===== src/hdl/serial_dac_consts.svh =====
// Constants of the serial converter write port: frame lengths, field
// positions, reset codes and mode encodings. Included by bare name.
`ifndef SERIAL_DAC_CONSTS_SVH
`define SERIAL_DAC_CONSTS_SVH
`define WIDE_FRAME_BITS    5'h18
`define NARROW_FRAME_BITS  5'h10
`define WIDE_CODE_BITS     16
`define NARROW_CODE_BITS   14
`define WIDE_MODE_HI_POS   17
`define NARROW_MODE_HI_POS 15
`define WIDE_FULL_SCALE    16'hffff
`define NARROW_FULL_SCALE  16'h3fff
`define ZERO_CODE          16'h0000
`define WIDE_MID_SCALE     16'h8000
`define NARROW_MID_SCALE   16'h2000
`define MODE_NORMAL        2'h0
`define MODE_TRISTATE      2'h1
`define MODE_LOAD_100K     2'h2
`define MODE_LOAD_1K       2'h3
`define SEG_MSB_BITS       4
`define SEG_SWITCHES       15
`define LADDER_BITS        12
`endif


===== src/hdl/serial_dac_pkg.sv =====
// Types shared by the serial converter write port.
// Assumes the constants header is included before use.
package serial_dac_pkg;
   typedef enum logic [1:0]
   {
      FRAME_IDLE  = 2'h0,
      FRAME_SHIFT = 2'h1,
      FRAME_DONE  = 2'h3
   } frame_state_type;
endpackage


===== src/hdl/serial_dac_write_port.sv =====
// Write-only three-wire serial port of a single-channel converter, both
// the wide (24-bit frame) and narrow (16-bit frame) variants.
// Assumes frame_sel_n, sclk and sdata come from pins in another domain;
// ref_clk must run well above the serial clock (bench: 800 ns sclk).
`timescale 1ns/1ns
`include "serial_dac_consts.svh"

// Behaviour
// - Wide: sample data on falling edges.
// - Wide: execute on the 24th edge.
// - Narrow: execute on the 16th edge.
// - New frame only on select falling edge.
// - Wide: two mode bits, 16 data bits.
// - Narrow: two mode bits, 14 data bits.
// - Mode bits pick normal or power-down.
// - Mode decode; narrow 11 is software reset.
// - Early select rise discards the frame.
// - Power-down keeps the output code.
// - Power-on loads midscale or zero code.
// - Full scale ffff wide, 3fff narrow.
// - Thermometer 4 MSBs, 12 ladder bits.
module serial_dac_write_port
#(
   parameter bit WIDE_VARIANT = 1'b1,
   parameter bit RESET_MID    = 1'b1
)
(
   input  wire logic        ref_clk,
   input  wire logic        nrst,
   input  wire logic        frame_sel_n,
   input  wire logic        sclk,
   input  wire logic        sdata,
   output logic      [15:0] code_out,
   output logic      [1:0]  power_mode,
   output logic             powerdown_mode_hi,
   output logic             powerdown_mode_lo,
   output logic             output_enable,
   output logic      [14:0] segment_switch,
   output logic      [11:0] ladder_switch,
   output logic             update_pulse
);
   ////////////////////////////////////////////////////////////////////
   // Variant dependent figures.
   localparam logic [4:0]  FRAME_BITS = WIDE_VARIANT ?
      `WIDE_FRAME_BITS : `NARROW_FRAME_BITS;
   localparam logic [15:0] FULL_SCALE = WIDE_VARIANT ?
      `WIDE_FULL_SCALE : `NARROW_FULL_SCALE;
   localparam logic [15:0] MID_SCALE = WIDE_VARIANT ?
      `WIDE_MID_SCALE : `NARROW_MID_SCALE;
   localparam logic [15:0] RESET_CODE = RESET_MID ?
      MID_SCALE : `ZERO_CODE;

   typedef struct packed
   {
      logic [1:0]  sel_sync;
      logic [1:0]  clk_sync;
      logic [1:0]  dat_sync;
      logic        sel_prev;
      logic        clk_prev;
      serial_dac_pkg::frame_state_type state;
      logic [4:0]  count;
      logic [23:0] shift;
      logic [15:0] code;
      logic [1:0]  mode;
      logic        update;
   } state_type;

   state_type state_reg;
   state_type state_next;

   logic sel_s;
   logic clk_s;
   logic dat_s;
   logic sel_fall;
   logic sel_rise;
   logic clk_fall;
   logic [23:0] word;

   assign sel_s = state_reg.sel_sync[1];
   assign clk_s = state_reg.clk_sync[1];
   assign dat_s = state_reg.dat_sync[1];
   assign sel_fall = state_reg.sel_prev & ~sel_s;
   assign sel_rise = ~state_reg.sel_prev & sel_s;
   assign clk_fall = state_reg.clk_prev & ~clk_s;
   assign word = {state_reg.shift[22:0], dat_s};

   ////////////////////////////////////////////////////////////////////
   // Next state: synchronisers, edge finding and the frame sequencer.
   // Sampling on the synchronised edge costs two ref_clk cycles of
   // latency, which is why ref_clk must outpace sclk by a margin.
   always_comb
   begin
      state_next = state_reg;
      state_next.sel_sync = {state_reg.sel_sync[0], frame_sel_n};
      state_next.clk_sync = {state_reg.clk_sync[0], sclk};
      state_next.dat_sync = {state_reg.dat_sync[0], sdata};
      state_next.sel_prev = sel_s;
      state_next.clk_prev = clk_s;
      state_next.update = 1'b0;
      case (state_reg.state)
         serial_dac_pkg::FRAME_IDLE:
         begin
            if (sel_fall)
            begin
               state_next.state = serial_dac_pkg::FRAME_SHIFT;
               state_next.count = 5'h00;
               state_next.shift = 24'h000000;
            end
         end
         serial_dac_pkg::FRAME_SHIFT:
         begin
            if (sel_rise)
            begin
               // Aborted frame leaves code and mode alone.
               state_next.state = serial_dac_pkg::FRAME_IDLE;
               state_next.shift = 24'h000000;
            end
            else if (clk_fall)
            begin
               state_next.shift = word;
               state_next.count = state_reg.count + 5'h01;
               if (state_reg.count == FRAME_BITS - 5'h01)
               begin
                  state_next.state = serial_dac_pkg::FRAME_DONE;
                  state_next.update = 1'b1;
                  if (WIDE_VARIANT)
                  begin
                     state_next.mode = word[`WIDE_MODE_HI_POS -: 2];
                     // A power-down word only changes the mode.
                     if (word[`WIDE_MODE_HI_POS -: 2] == `MODE_NORMAL)
                     begin
                        state_next.code = word[15:0];
                     end
                  end
                  else if (word[`NARROW_MODE_HI_POS -: 2] ==
                           `MODE_LOAD_1K)
                  begin
                     // Software reset returns to power-on state.
                     state_next.mode = `MODE_NORMAL;
                     state_next.code = RESET_CODE;
                  end
                  else
                  begin
                     state_next.mode = word[`NARROW_MODE_HI_POS -: 2];
                     if (word[`NARROW_MODE_HI_POS -: 2] == `MODE_NORMAL)
                     begin
                        state_next.code = {2'h0, word[13:0]};
                     end
                  end
               end
            end
         end
         serial_dac_pkg::FRAME_DONE:
         begin
            if (sel_s)
            begin
               state_next.state = serial_dac_pkg::FRAME_IDLE;
            end
         end
         default:
         begin
            state_next.state = serial_dac_pkg::FRAME_IDLE;
         end
      endcase
   end

   ////////////////////////////////////////////////////////////////////
   // State register; synchronisers start at the idle pin levels.
   always_ff @(posedge ref_clk)
   begin
      if (!nrst)
      begin
         state_reg <= '{sel_sync: 2'h3, clk_sync: 2'h3, dat_sync: 2'h0,
            sel_prev: 1'b1, clk_prev: 1'b1,
            state: serial_dac_pkg::FRAME_IDLE, count: 5'h00,
            shift: 24'h000000, code: RESET_CODE,
            mode: `MODE_NORMAL, update: 1'b0};
      end
      else
      begin
         state_reg <= state_next;
      end
   end

   ////////////////////////////////////////////////////////////////////
   // Outputs. Power-down only gates the stage, never the code.
   assign code_out = state_reg.code;
   assign power_mode = state_reg.mode;
   assign powerdown_mode_hi = state_reg.mode[1];
   assign powerdown_mode_lo = state_reg.mode[0];
   assign output_enable = (state_reg.mode == `MODE_NORMAL);
   assign update_pulse = state_reg.update;

   segment_decoder segment_decoder_i
   (
      .code           (state_reg.code),
      .segment_switch (segment_switch),
      .ladder_switch  (ladder_switch)
   );

   ////////////////////////////////////////////////////////////////////
   // Assertions.
   property p_abort_keeps_code;
      @(posedge ref_clk) disable iff (!nrst)
      (state_reg.state == serial_dac_pkg::FRAME_SHIFT && sel_rise)
         |=> $stable(state_reg.code) && $stable(state_reg.mode);
   endproperty
   a_abort_keeps_code: assert property (p_abort_keeps_code)
      else $error("Aborted frame changed code or mode.");

   property p_update_on_last;
      @(posedge ref_clk) disable iff (!nrst)
      state_reg.update |-> state_reg.count == FRAME_BITS;
   endproperty
   a_update_on_last: assert property (p_update_on_last)
      else $error("Update not on the final falling edge.");

   property p_code_only_on_update;
      @(posedge ref_clk) disable iff (!nrst)
      !state_next.update |=> $stable(state_reg.code);
   endproperty
   a_code_only_on_update: assert property (p_code_only_on_update)
      else $error("Code changed outside an update.");

   // A completed power-down word must leave the held code in place.
   property p_powerdown_keeps_code;
      @(posedge ref_clk) disable iff (!nrst)
      (state_reg.update && state_reg.mode != `MODE_NORMAL)
         |-> $stable(state_reg.code);
   endproperty
   a_powerdown_keeps_code: assert property (p_powerdown_keeps_code)
      else $error("Power-down write changed the code.");

   property p_done_ignores;
      @(posedge ref_clk) disable iff (!nrst)
      state_reg.state == serial_dac_pkg::FRAME_DONE
         |=> !state_reg.update && $stable(state_reg.shift);
   endproperty
   a_done_ignores: assert property (p_done_ignores)
      else $error("Edge after completion caused an update.");

   property p_start_on_fall;
      @(posedge ref_clk) disable iff (!nrst)
      (state_reg.state == serial_dac_pkg::FRAME_IDLE && !sel_fall)
         |=> state_reg.state == serial_dac_pkg::FRAME_IDLE;
   endproperty
   a_start_on_fall: assert property (p_start_on_fall)
      else $error("Frame began without a select falling edge.");

   property p_shift_in;
      @(posedge ref_clk) disable iff (!nrst)
      (state_reg.state == serial_dac_pkg::FRAME_SHIFT && !sel_rise
         && clk_fall) |=> state_reg.shift[0] == $past(dat_s);
   endproperty
   a_shift_in: assert property (p_shift_in)
      else $error("Data bit not shifted in on falling edge.");

   property p_range;
      @(posedge ref_clk) disable iff (!nrst)
      state_reg.code <= FULL_SCALE;
   endproperty
   a_range: assert property (p_range)
      else $error("Code above full scale.");

   property p_enable;
      @(posedge ref_clk) disable iff (!nrst)
      output_enable == (power_mode == `MODE_NORMAL);
   endproperty
   a_enable: assert property (p_enable)
      else $error("Output enable disagrees with mode.");

   c_update: cover property (@(posedge ref_clk) state_reg.update);
   c_abort: cover property (@(posedge ref_clk)
      state_reg.state == serial_dac_pkg::FRAME_SHIFT && sel_rise);
   c_powerdown: cover property (@(posedge ref_clk)
      state_reg.mode != `MODE_NORMAL);
endmodule


===== src/hdl/segment_decoder.sv =====
// Thermometer decoder for the segmented string of the converter core.
// Assumes a registered output code at its input; purely combinational.
`timescale 1ns/1ns
`include "serial_dac_consts.svh"
module segment_decoder
(
   input  wire logic [15:0] code,
   output logic      [14:0] segment_switch,
   output logic      [11:0] ladder_switch
);
   ////////////////////////////////////////////////////////////////////
   // Top four bits switch in that many segments; the rest go straight
   // to the ladder so the string stays monotonic.
   always_comb
   begin
      for (int i = 0; i < `SEG_SWITCHES; i++)
      begin
         segment_switch[i] = (code[15:12] > 4'(i));
      end
      ladder_switch = code[11:0];
   end
endmodule


===== config.mk =====
export PLATFORM = sky130hd
export DESIGN_NAME = serial_dac_write_port
export DESIGN_NICKNAME = d
export VERILOG_FILES = /design/src/hdl/serial_dac_pkg.sv /design/src/hdl/serial_dac_write_port.sv /design/src/hdl/segment_decoder.sv
export VERILOG_INCLUDE_DIRS = /design/src /design/src/hdl
export SDC_FILE = /design/constraint.sdc
export NUM_CORES = 1
export LEC_CHECK = 0
export ABC_AREA = 1
export BUFFER_PORTS_ARGS = -buffer_cell sky130_fd_sc_hd__buf_2
export CORE_UTILIZATION = 48
export DETAILED_ROUTE_END_ITERATION = 10
export MAX_ROUTING_LAYER = met4
export PLACE_DENSITY = 0.75
export RECOVER_POWER = 25
export SETUP_SLACK_MARGIN = 0.02
export SLEW_MARGIN = 0
export SYNTH_ARGS = -nofsm -noshare
export SYNTH_HDL_FRONTEND = slang
export SYNTH_SLANG_ARGS = --single-unit

===== constraint.sdc =====
create_clock -name ref_clk -period 1.31 [get_ports ref_clk]
set_input_delay 0.131 -clock ref_clk [delete_from_list [all_inputs] [get_ports ref_clk]]
set_output_delay 0.131 -clock ref_clk [all_outputs]
set_load 0.1 [all_outputs]

Word level (Yosys, flattened, before mapping)

Cells that the tools add are included.

Flip-flop bits (word level): 57
Latch bits: 0
Memory bits (writable): 0
Memory bits (read-only): 0
Input port bits: 5
Output and inout port bits: 49
Logic and storage cells: 67
Memories: 0

$add $sub $neg: 1
$mul: 0
Divide/modulo/power cells: 0
Order comparisons: 15
Equality and inequality tests: 9
Shift-type cells: 0
Multiplexer cells: 11
Bitwise operators: 10
Reductions and logical operators: 10

Operator list:

| kind                                                                             | count |
|---|---|
| 29-bit case mux with 2 select lines                                              | 1 |
| 50-bit two-way mux                                                               | 1 |
| 31-bit two-way mux                                                               | 1 |
| 4-bit greater-than comparator (second input constant)                            | 7 |
| 24-bit two-way mux                                                               | 1 |
| 19-bit two-way mux                                                               | 1 |
| 4-bit by 3-bit greater-than comparator with 1-bit output (second input constant) | 4 |
| 16-bit two-way mux                                                               | 1 |
| 4-bit AND reduction                                                              | 3 |
| 4-bit by 1-bit greater-than comparator with 1-bit output (second input constant) | 2 |
| 4-bit by 2-bit greater-than comparator with 1-bit output (second input constant) | 2 |
| 2-bit inequality test (second input constant)                                    | 4 |
| 1-bit NOT                                                                        | 7 |
| 2-bit logical NOT                                                                | 3 |
| 2-bit two-way mux                                                                | 3 |
| 3-bit inequality test (second input constant)                                    | 2 |
| 2-bit case mux with 3 select lines                                               | 1 |
| 5-bit by 1-bit adder with 5-bit output (second input constant)                   | 1 |
| 5-bit == test (second input constant)                                            | 1 |
| 5-bit two-way mux                                                                | 1 |
| 5-bit AND reduction                                                              | 1 |
| 4-bit OR reduction                                                               | 1 |
| 1-bit AND                                                                        | 3 |
| 3-bit AND reduction                                                              | 1 |
| 3 further kinds                                                                  | 3 |

Longest topological paths before layout

Gate-level depths: netlist (run 1).

Depth in word-level cells: 6
Gate-level depth with buffers: 10
Mapped depth without buffers: 9

Hierarchy

Synthesis (run 1) repeated with hierarchy kept, for this count alone.

Cell total of the unflattened synthesis: 341
Area, all modules: 2454.9 um^2

Modules (own cells, without submodules):

| module                | times used | cells each | area each (um^2) | sequential area each (um^2) |
|---|---|---|---|---|
| serial_dac_write_port | 1          | 303        | 2249.7           | 1021.0 |
| segment_decoder       | 1          | 38         | 205.2            | 0.0 |

Worst setup path before layout (run 1)

OpenSTA, ideal clock, no wires.

Kind: reg-to-output
From: register state_reg, in the netlist code_out[15]
To: output segment_switch[10]
Arrival time: 2.601 ns
Data required time: 1.179 ns
Path slack: -1.422 ns
Stages on the path, launching flop included: 3
Path buffers: 0
Cells stage by stage: dfxtp_1 -> inv_1 -> o21ai_0

Longest elaborated chain between the ends: 1

RTL lines:

| element                       | line                         | text |
|---|---|---|
| start: declaration            | serial_dac_write_port.sv:68  | `state_type state_reg;` |
| start signal: assignment      | serial_dac_write_port.sv:173 | `state_reg <= '{sel_sync: 2'h3, clk_sync: 2'h3, dat_sync: 2'h0,` |
| start signal: assignment      | serial_dac_write_port.sv:181 | `state_reg <= state_next;` |
| 4-bit greater-than comparator | segment_decoder.sv:18        | `segment_switch[i] = (code[15:12] > 4'(i));` |
| end: declaration              | serial_dac_write_port.sv:38  | `output logic [14:0] segment_switch,` |

Every way passes these cells.

Final worst setup path (run 1)

From: register state_reg[43] (netlist bit)
To: register state_reg, in the netlist code_out[12]

Longest elaborated chain between the ends: 2

RTL lines:

| element                              | line                         | text |
|---|---|---|
| 5-bit == test                        | serial_dac_write_port.sv:122 | `if (state_reg.count == FRAME_BITS - 5'h01)` |
| 5-bit AND reduction (no source line) | n/a                          |  |

Every way passes these cells.
A chain may end at the register's enable or synchronous reset.

==> summary.txt, run 1 <==
Arr. time, crit path: 1660 ps
YS warnings: 0
CTS Buf Count: 5
final hold violation count: 0
Initial Util: 50.4%
Tmin final: 1430 ps
Die Span X: 72.7 µm
clk_lat worst skew: 320 ps
worst reg2reg setup slack: -120 ps
DRC violation count after routing: 0
fin nets: 388
Yosys top cell area share: 42.6%
CP endpoint kind: flop
max-slew violation count: 0
PortBufs: 53
Seq cells post-synth: 51
drt wl/cell: 13.9 µm
crit share post-route: 110%
count leader, synth: nand2_1
Clock transition at path regs: 110 ps
PnR worst setup slack: -125 ps
Vias: 2233
ANT cells: 0
sequential area share after synthesis: 42.6%
Relative slew margins: 64.3%
Congestion Overflow GR: 0
Die Area: 5280 µm²
critical-path maximum fanout: 5
Max Cap Viol: 0
initial antenna violation count: 0
H-tree depth: 2
failing checks: setup timing
total iterations of the first detailed-routing run: 5
RSZ-0062 raised after global routing: yes
Mapped Cells: 326
vias in the first global route: 1876
power per cell area: 795 nW/µm²
Req. time, crit path: 1540 ps
CTS tree: built
hold_ws: 271 ps
EDFF count, synth: 0
Sinks on Clock Net: 51
CP Class: flop to flop
global-route wire length before repair: 8190 µm
Yosys top cell by area: dfxtp_1
Cell Area, Synth: 2400 µm²
Antenna Nets Post-Route: 0
Lkg Pwr: 1.66 nW
Die Height: 72.7 µm
Synth Net Count: 332
Placer Congestion: 0.859
Setup Viol. Count Final: 49
max FFs per register: 26
DP HPWL: 3350 µm
largest net degree at the start of global routing: 28
Via density: 4.96
Synth Flop Type: dfxtp_1
share of layout cells above drive strength 1: 52.0%
Synth cell types: 27
Reg2Reg Depth: 9
Critical Path Start: state_reg[43]$_SDFFE_PN0P_
Reg-to-Reg End: code_out[12]$_SDFFE_PN0P_
GRT Overall Usage: 20.6%
average size of a mapped cell: 7.35 µm²
Startpoint Class: flop
IO Count: 54
clk buf depth: 2
Rows: 25
top cells by count, synth: nand2_1 (88), dfxtp_1 (51), nor2_1 (46)
core area: 4750 µm²
Worst R2R Start: state_reg[43]$_SDFFE_PN0P_
total power: 2.97 mW
slew of the pin with the lowest slew margin: 537 ps
DRT iter0 DRCs: 79
ys async rst share: 0%
Area Growth Syn to Fin: 55.6%
HP Class: primary input to flop
peak supply drop: 0.815 mV
ranking of synthesized cells by area: dfxtp_1 (43%), nand2_1 (14%), buf_4 (9.7%), nor2_1 (7.2%), nand3b_1 (4.7%)
Fmax: 697 MHz
clk_skew: 17.6 ps
clock tree root buffer cell: clkbuf_8
CP endpoint: code_out[12]$_SDFFE_PN0P_
drt total wl: 6270 µm
status: finished with violations
## routing by layer
metal  vias up  wire length, µm  global-route usage [%]
met3        20              270                    4.14
met1      1052             2550                    23.7
met4         0              201                    7.84
met2        74             3250                    35.5
li1       1087                -                       -
met5         -                0                       -
## per-stage QoR
stage               util [%]  TNS, ps  cell area [µm²]  instances  setup WS (ps)
floorplan                  -     -895             2530        326           -244
global placement        62.1        0             2950        418           12.7
detailed placement      62.1     -662             2950        418          -67.6
CTS                     68.4    -1300             3250        439           -108
global route            78.5    -5990             3730        450           -197
finish                  78.5    -3090             3730        450           -125
## worst min-delay path by stage
stage               start                          to  slack [ps]  cells past startpoint
finish               nrst    state_reg[50]$_SDFF_PN1_         270                      3
global route         nrst    state_reg[50]$_SDFF_PN1_         290                      3
CTS                  nrst  state_reg[35]$_SDFFE_PN0P_         240                      3
detailed placement   sclk   state_next[55]$_SDFF_PN1_         320                      2
global placement    sdata   state_next[53]$_SDFF_PN0_         310                      3
floorplan           sdata   state_next[53]$_SDFF_PN0_         230                      2
## layout by cell type (no fill, tap or decap), types with 2 or more instances in the layout
| cell | count |
|---|---|
| a21oi_1 | 3 |
| a21oi_2 | 17 |
| buf_12 | 19 |
| buf_2 | 22 |
| buf_4 | 18 |
| buf_6 | 10 |
| clkbuf_16 | 3 |
| clkbuf_4 | 13 |
| clkbuf_8 | 5 |
| clkinv_8 | 2 |
| clkinvlp_4 | 2 |
| dfxtp_1 | 41 |
| dfxtp_2 | 6 |
| dfxtp_4 | 4 |
| dlygate4sd3_1 | 3 |
| inv_1 | 17 |
| inv_2 | 7 |
| nand2_1 | 59 |
| nand2_2 | 12 |
| nand2_4 | 16 |
| nand2_8 | 2 |
| nand3_1 | 4 |
| nand3_2 | 3 |
| nand3_4 | 4 |
| nand3b_1 | 15 |
| nor2_1 | 38 |
| nor2_2 | 6 |
| nor2_4 | 9 |
| o21ai_2 | 4 |
| o21ai_4 | 3 |
| or2_2 | 4 |
## where the power goes
part           leakage [nW]  switching, mW  internal (mW)  total [mW]
sequential            0.418        0.00943           1.56        1.57
clock                0.0548          0.565          0.576        1.14
combinational          1.19          0.149          0.109       0.258
## what timing repair did
| action | in CTS | in global routing |
|---|---|---|
| resized for setup | 30 | 98 |
| pin swaps | 12 | 30 |
| hold buffers | 3 | 0 |
| cloned | 1 | 3 |
| setup endpoints to repair | 38 | 68 |
| buffers inserted | 9 | 8 |
| endpoints found under the hold margin | 3 | 0 |
## cells by family after synthesis
group,synth area share [%]
fa+ha+maj,0.522
compound gates,6.37
buf+inv,16.6
xor+xnor,0.365
flops,42.6
simple gates,33.5
## final cells by class
cell class | count | area, µm²
clock inverters | 3 | 46.3
multi-input cells | 206 | 1400
clock buffers | 5 | 68.8
flip-flops and latches | 51 | 1040
well taps | 67 | 83.8
inverters | 28 | 124
repair buffers | 89 | 946
fillers | 318 | 1020
repair inverters | 1 | 16.3
## worst max-delay path, cell delays in order (launching register included)
cell	delay [ps]
dfxtp_2	370
ha_4	160
nand2_4	60
inv_4	70
nand3_4	90
nor2_8	210
clkbuf_16	180
nand3b_1	80
nand2_1	80
nor2_1	40
Note: power is estimated with default switching activity, not from simulation.
==> run 2, diff against run 1 <==
Settings changed: BUFFER_PORTS_ARGS -buffer_cell sky130_fd_sc_hd__buf_2 to -buffer_cell sky130_fd_sc_hd__buf_4.
==> run 2 against run 1 <==
Against the previous run: the run still ends with setup timing left; cell area down 2.1%; clock power grew 4%; power rose by 1.4%; non-clock buffer count fell by 4; critical path type is now flop to output port.
==> summary.txt, run 2 (synthesis results as in run 1) <==
status: finished with violations
failing checks: setup timing
Net Sw Power: 0.653 mW (-9.7%)
vias in the first global route: 1786 (-4.8%)
CTS Buf Count: 5 (unchanged)
Worst R2R Start: state_reg[48]$_SDFFE_PN0P_
dpl ws: -60.9 ps (+6.76 ps)
peak supply drop: 0.927 mV (+14%)
total power: 3.01 mW (+1.4%)
clk_lat worst skew: 300 ps (-20 ps)
Startpoint Class: flop
power per cell area: 823 nW/µm² (+3.5%)
fin nets: 384 (-1.0%)
Initial Util: 50.4% (unchanged)
DP HPWL: 3230 µm (-3.5%)
PnR worst setup slack: -149 ps (-24.1 ps)
final hold violation count: 0 (unchanged)
CTS tree: built
Congestion Overflow GR: 0 (unchanged)
fillers: 315 (-0.94%)
clock tree root buffer cell: clkbuf_8
Placer Congestion: 0.766 (-11%)
commonest non-fill, non-tap cell in the layout: nand2_1
Req. time, crit path: 1180 ps (-360 ps)
slew of the pin with the lowest slew margin: 539 ps (+1.86 ps)
Tmin final: 1460 ps (+24.1 ps)
IO Count: 54 (unchanged)
crit share post-route: 111% (+1.8 points)
Sinks on Clock Net: 51 (unchanged)
switch share: 21.7% (-2.7 points)
Max Cap Viol: 0 (unchanged)
Setup Viol. Count Final: 48 (-2.0%)
initial antenna violation count: 0 (unchanged)
Relative slew margins: 64.2% (-0.12 points)
CP Class: flop to output port
worst reg2reg setup slack: -120 ps (about the same)
area post-placement: 2840 µm² (-3.7%)
ANT cells: 0 (unchanged)
share of layout cells above drive strength 1: 49.9% (-2.1 points)
Lkg Pwr: 1.61 nW (-2.9%)
internal power: 2.35 mW (+4.9%)
commonest non-fill, non-tap cells in the layout: nand2_1 (62), buf_4 (52), dfxtp_1 (40), nor2_1 (39), inv_1 (17)
critical hold path startpoint: frame_sel_n
clock share of power: 39.4% (+0.9 points)
clk_skew: 6.77 ps (-10.8 ps)
clk buf depth: 2 (unchanged)
Die Area: 5280 µm² (unchanged)
GRT Overall Usage: 19.4% (-1.3 points)
drt wl/cell: 13.6 µm (-2.6%)
largest net degree at the start of global routing: 28 (unchanged)
global-route wire length before repair: 7690 µm (-6.1%)
sequential share of power: 52.1% (-0.7 points)
max-slew violation count: 0 (unchanged)
Antenna Nets Post-Route: 0 (unchanged)
Die Height: 72.7 µm (unchanged)
max FFs per register: 26 (unchanged)
PortBufs: 53 (unchanged)
Die Span X: 72.7 µm (unchanged)
critical-path maximum fanout: 6 (+1)
CP endpoint kind: output port
Arr. time, crit path: 1330 ps (-330 ps)
Worst Hold Depth: 2 (-1)
combinational power share: 8.4% (-0.3 points)
Rows: 25 (unchanged)
core area: 4750 µm² (unchanged)
Area Growth Syn to Fin: 52.3%
hold path endpoint: state_next[57]$_SDFF_PN1_
Via density: 5.04 (+1.5%)
final instance area: 3650 µm² (-2.1%)
total iterations of the first detailed-routing run: 7 (+2)
Vias: 2247 (+0.63%)
Fmax: 685 MHz (-1.7%)
DRC violation count after routing: 0 (unchanged)
DRT iter0 DRCs: 137 (+73%)
drt total wl: 6060 µm (-3.4%)
Reg-to-Reg End: state_reg[24]$_SDFFE_PN0P_
HP Class: primary input to flop
H-tree depth: 2 (unchanged)
total negative slack: -3090 ps (+1.92 ps)
RSZ-0062 raised after global routing: yes
Clock transition at path regs: 80 ps (-30 ps)
Reg2Reg Depth: 9 (unchanged)
[run 2: worst max path at each step]
stage	to	start	depth (start not counted)	slack, ps
finish	segment_switch[8]	code_out[15]$_SDFFE_PN1P_	3	-150
global route	code_out[9]$_SDFFE_PN0P_	state_reg[44]$_SDFFE_PN0P_	9	-200
CTS	segment_switch[8]	code_out[15]$_SDFFE_PN1P_	3	-170
detailed placement	code_out[2]$_SDFFE_PN0P_	state_reg[51]$_SDFF_PN1_	8	-60
global placement	code_out[4]$_SDFFE_PN0P_	state_reg[48]$_SDFFE_PN0P_	8	-10
floorplan	segment_switch[10]	code_out[15]$_SDFFE_PN1P_	2	-240
[run 2: power by group through the flow]
stage               Sequential, mW  Clock (mW)  Combinational, mW
global route                  1.57        1.26              0.269
global placement              1.60           0              0.144
finish                        1.57        1.19              0.254
CTS                           1.56        1.21              0.152
detailed placement            1.61           0              0.146
floorplan                     1.60           0             0.0989
[run 2: per-layer routing]
metal  share of wire (%)  wire length [µm]  track usage, %
met3                 4.6               281            4.83
met1                  40              2430            20.7
met4                 2.0               120            7.19
met2                  53              3230            34.5
met5                   0                 0               -
[run 2: final cells by class]
cell class / count / area [µm²] / share of cell area (%)
Clock buffer: 7 / 97.6 / 2.67
Tap cell: 67 / 83.8 / 2.30
Sequential cell: 51 / 1040 / 28.6
Timing Repair inverter: 1 / 16.3 / 0.445
Inverter: 28 / 134 / 3.67
Multi-Input combinational cell: 206 / 1360 / 37.1
Clock inverter: 1 / 30.0 / 0.822
Timing Repair Buffer: 85 / 890 / 24.4
[run 2: stage by stage]
step / hold WS [ps] / instances / util [%]
floorplan: 229 / 326 / -
global placement: 313 / 417 / 59.8
detailed placement: 319 / 417 / 59.8
CTS: 6.08 / 433 / 65.7
global route: 8.21 / 446 / 76.8
finish: 15.1 / 446 / 76.8
[run 2: what timing repair did]
| action | CTS | global route |
|---|---|---|
| pin swaps | 11 | 34 |
| endpoints found under the setup margin | 48 | 55 |
| hold endpoints to repair | 1 | 0 |
| buffers inserted | 6 | 10 |
| hold buffers | 1 | 0 |
| resized for setup | 30 | 105 |
| cloned | 1 | 3 |
[run 2: critical path, cell delays in order, from the launching register on]
cell        delay, ps
dfxtp_4           390
clkinvlp_4        220
o21ai_2           230
buf_12            200
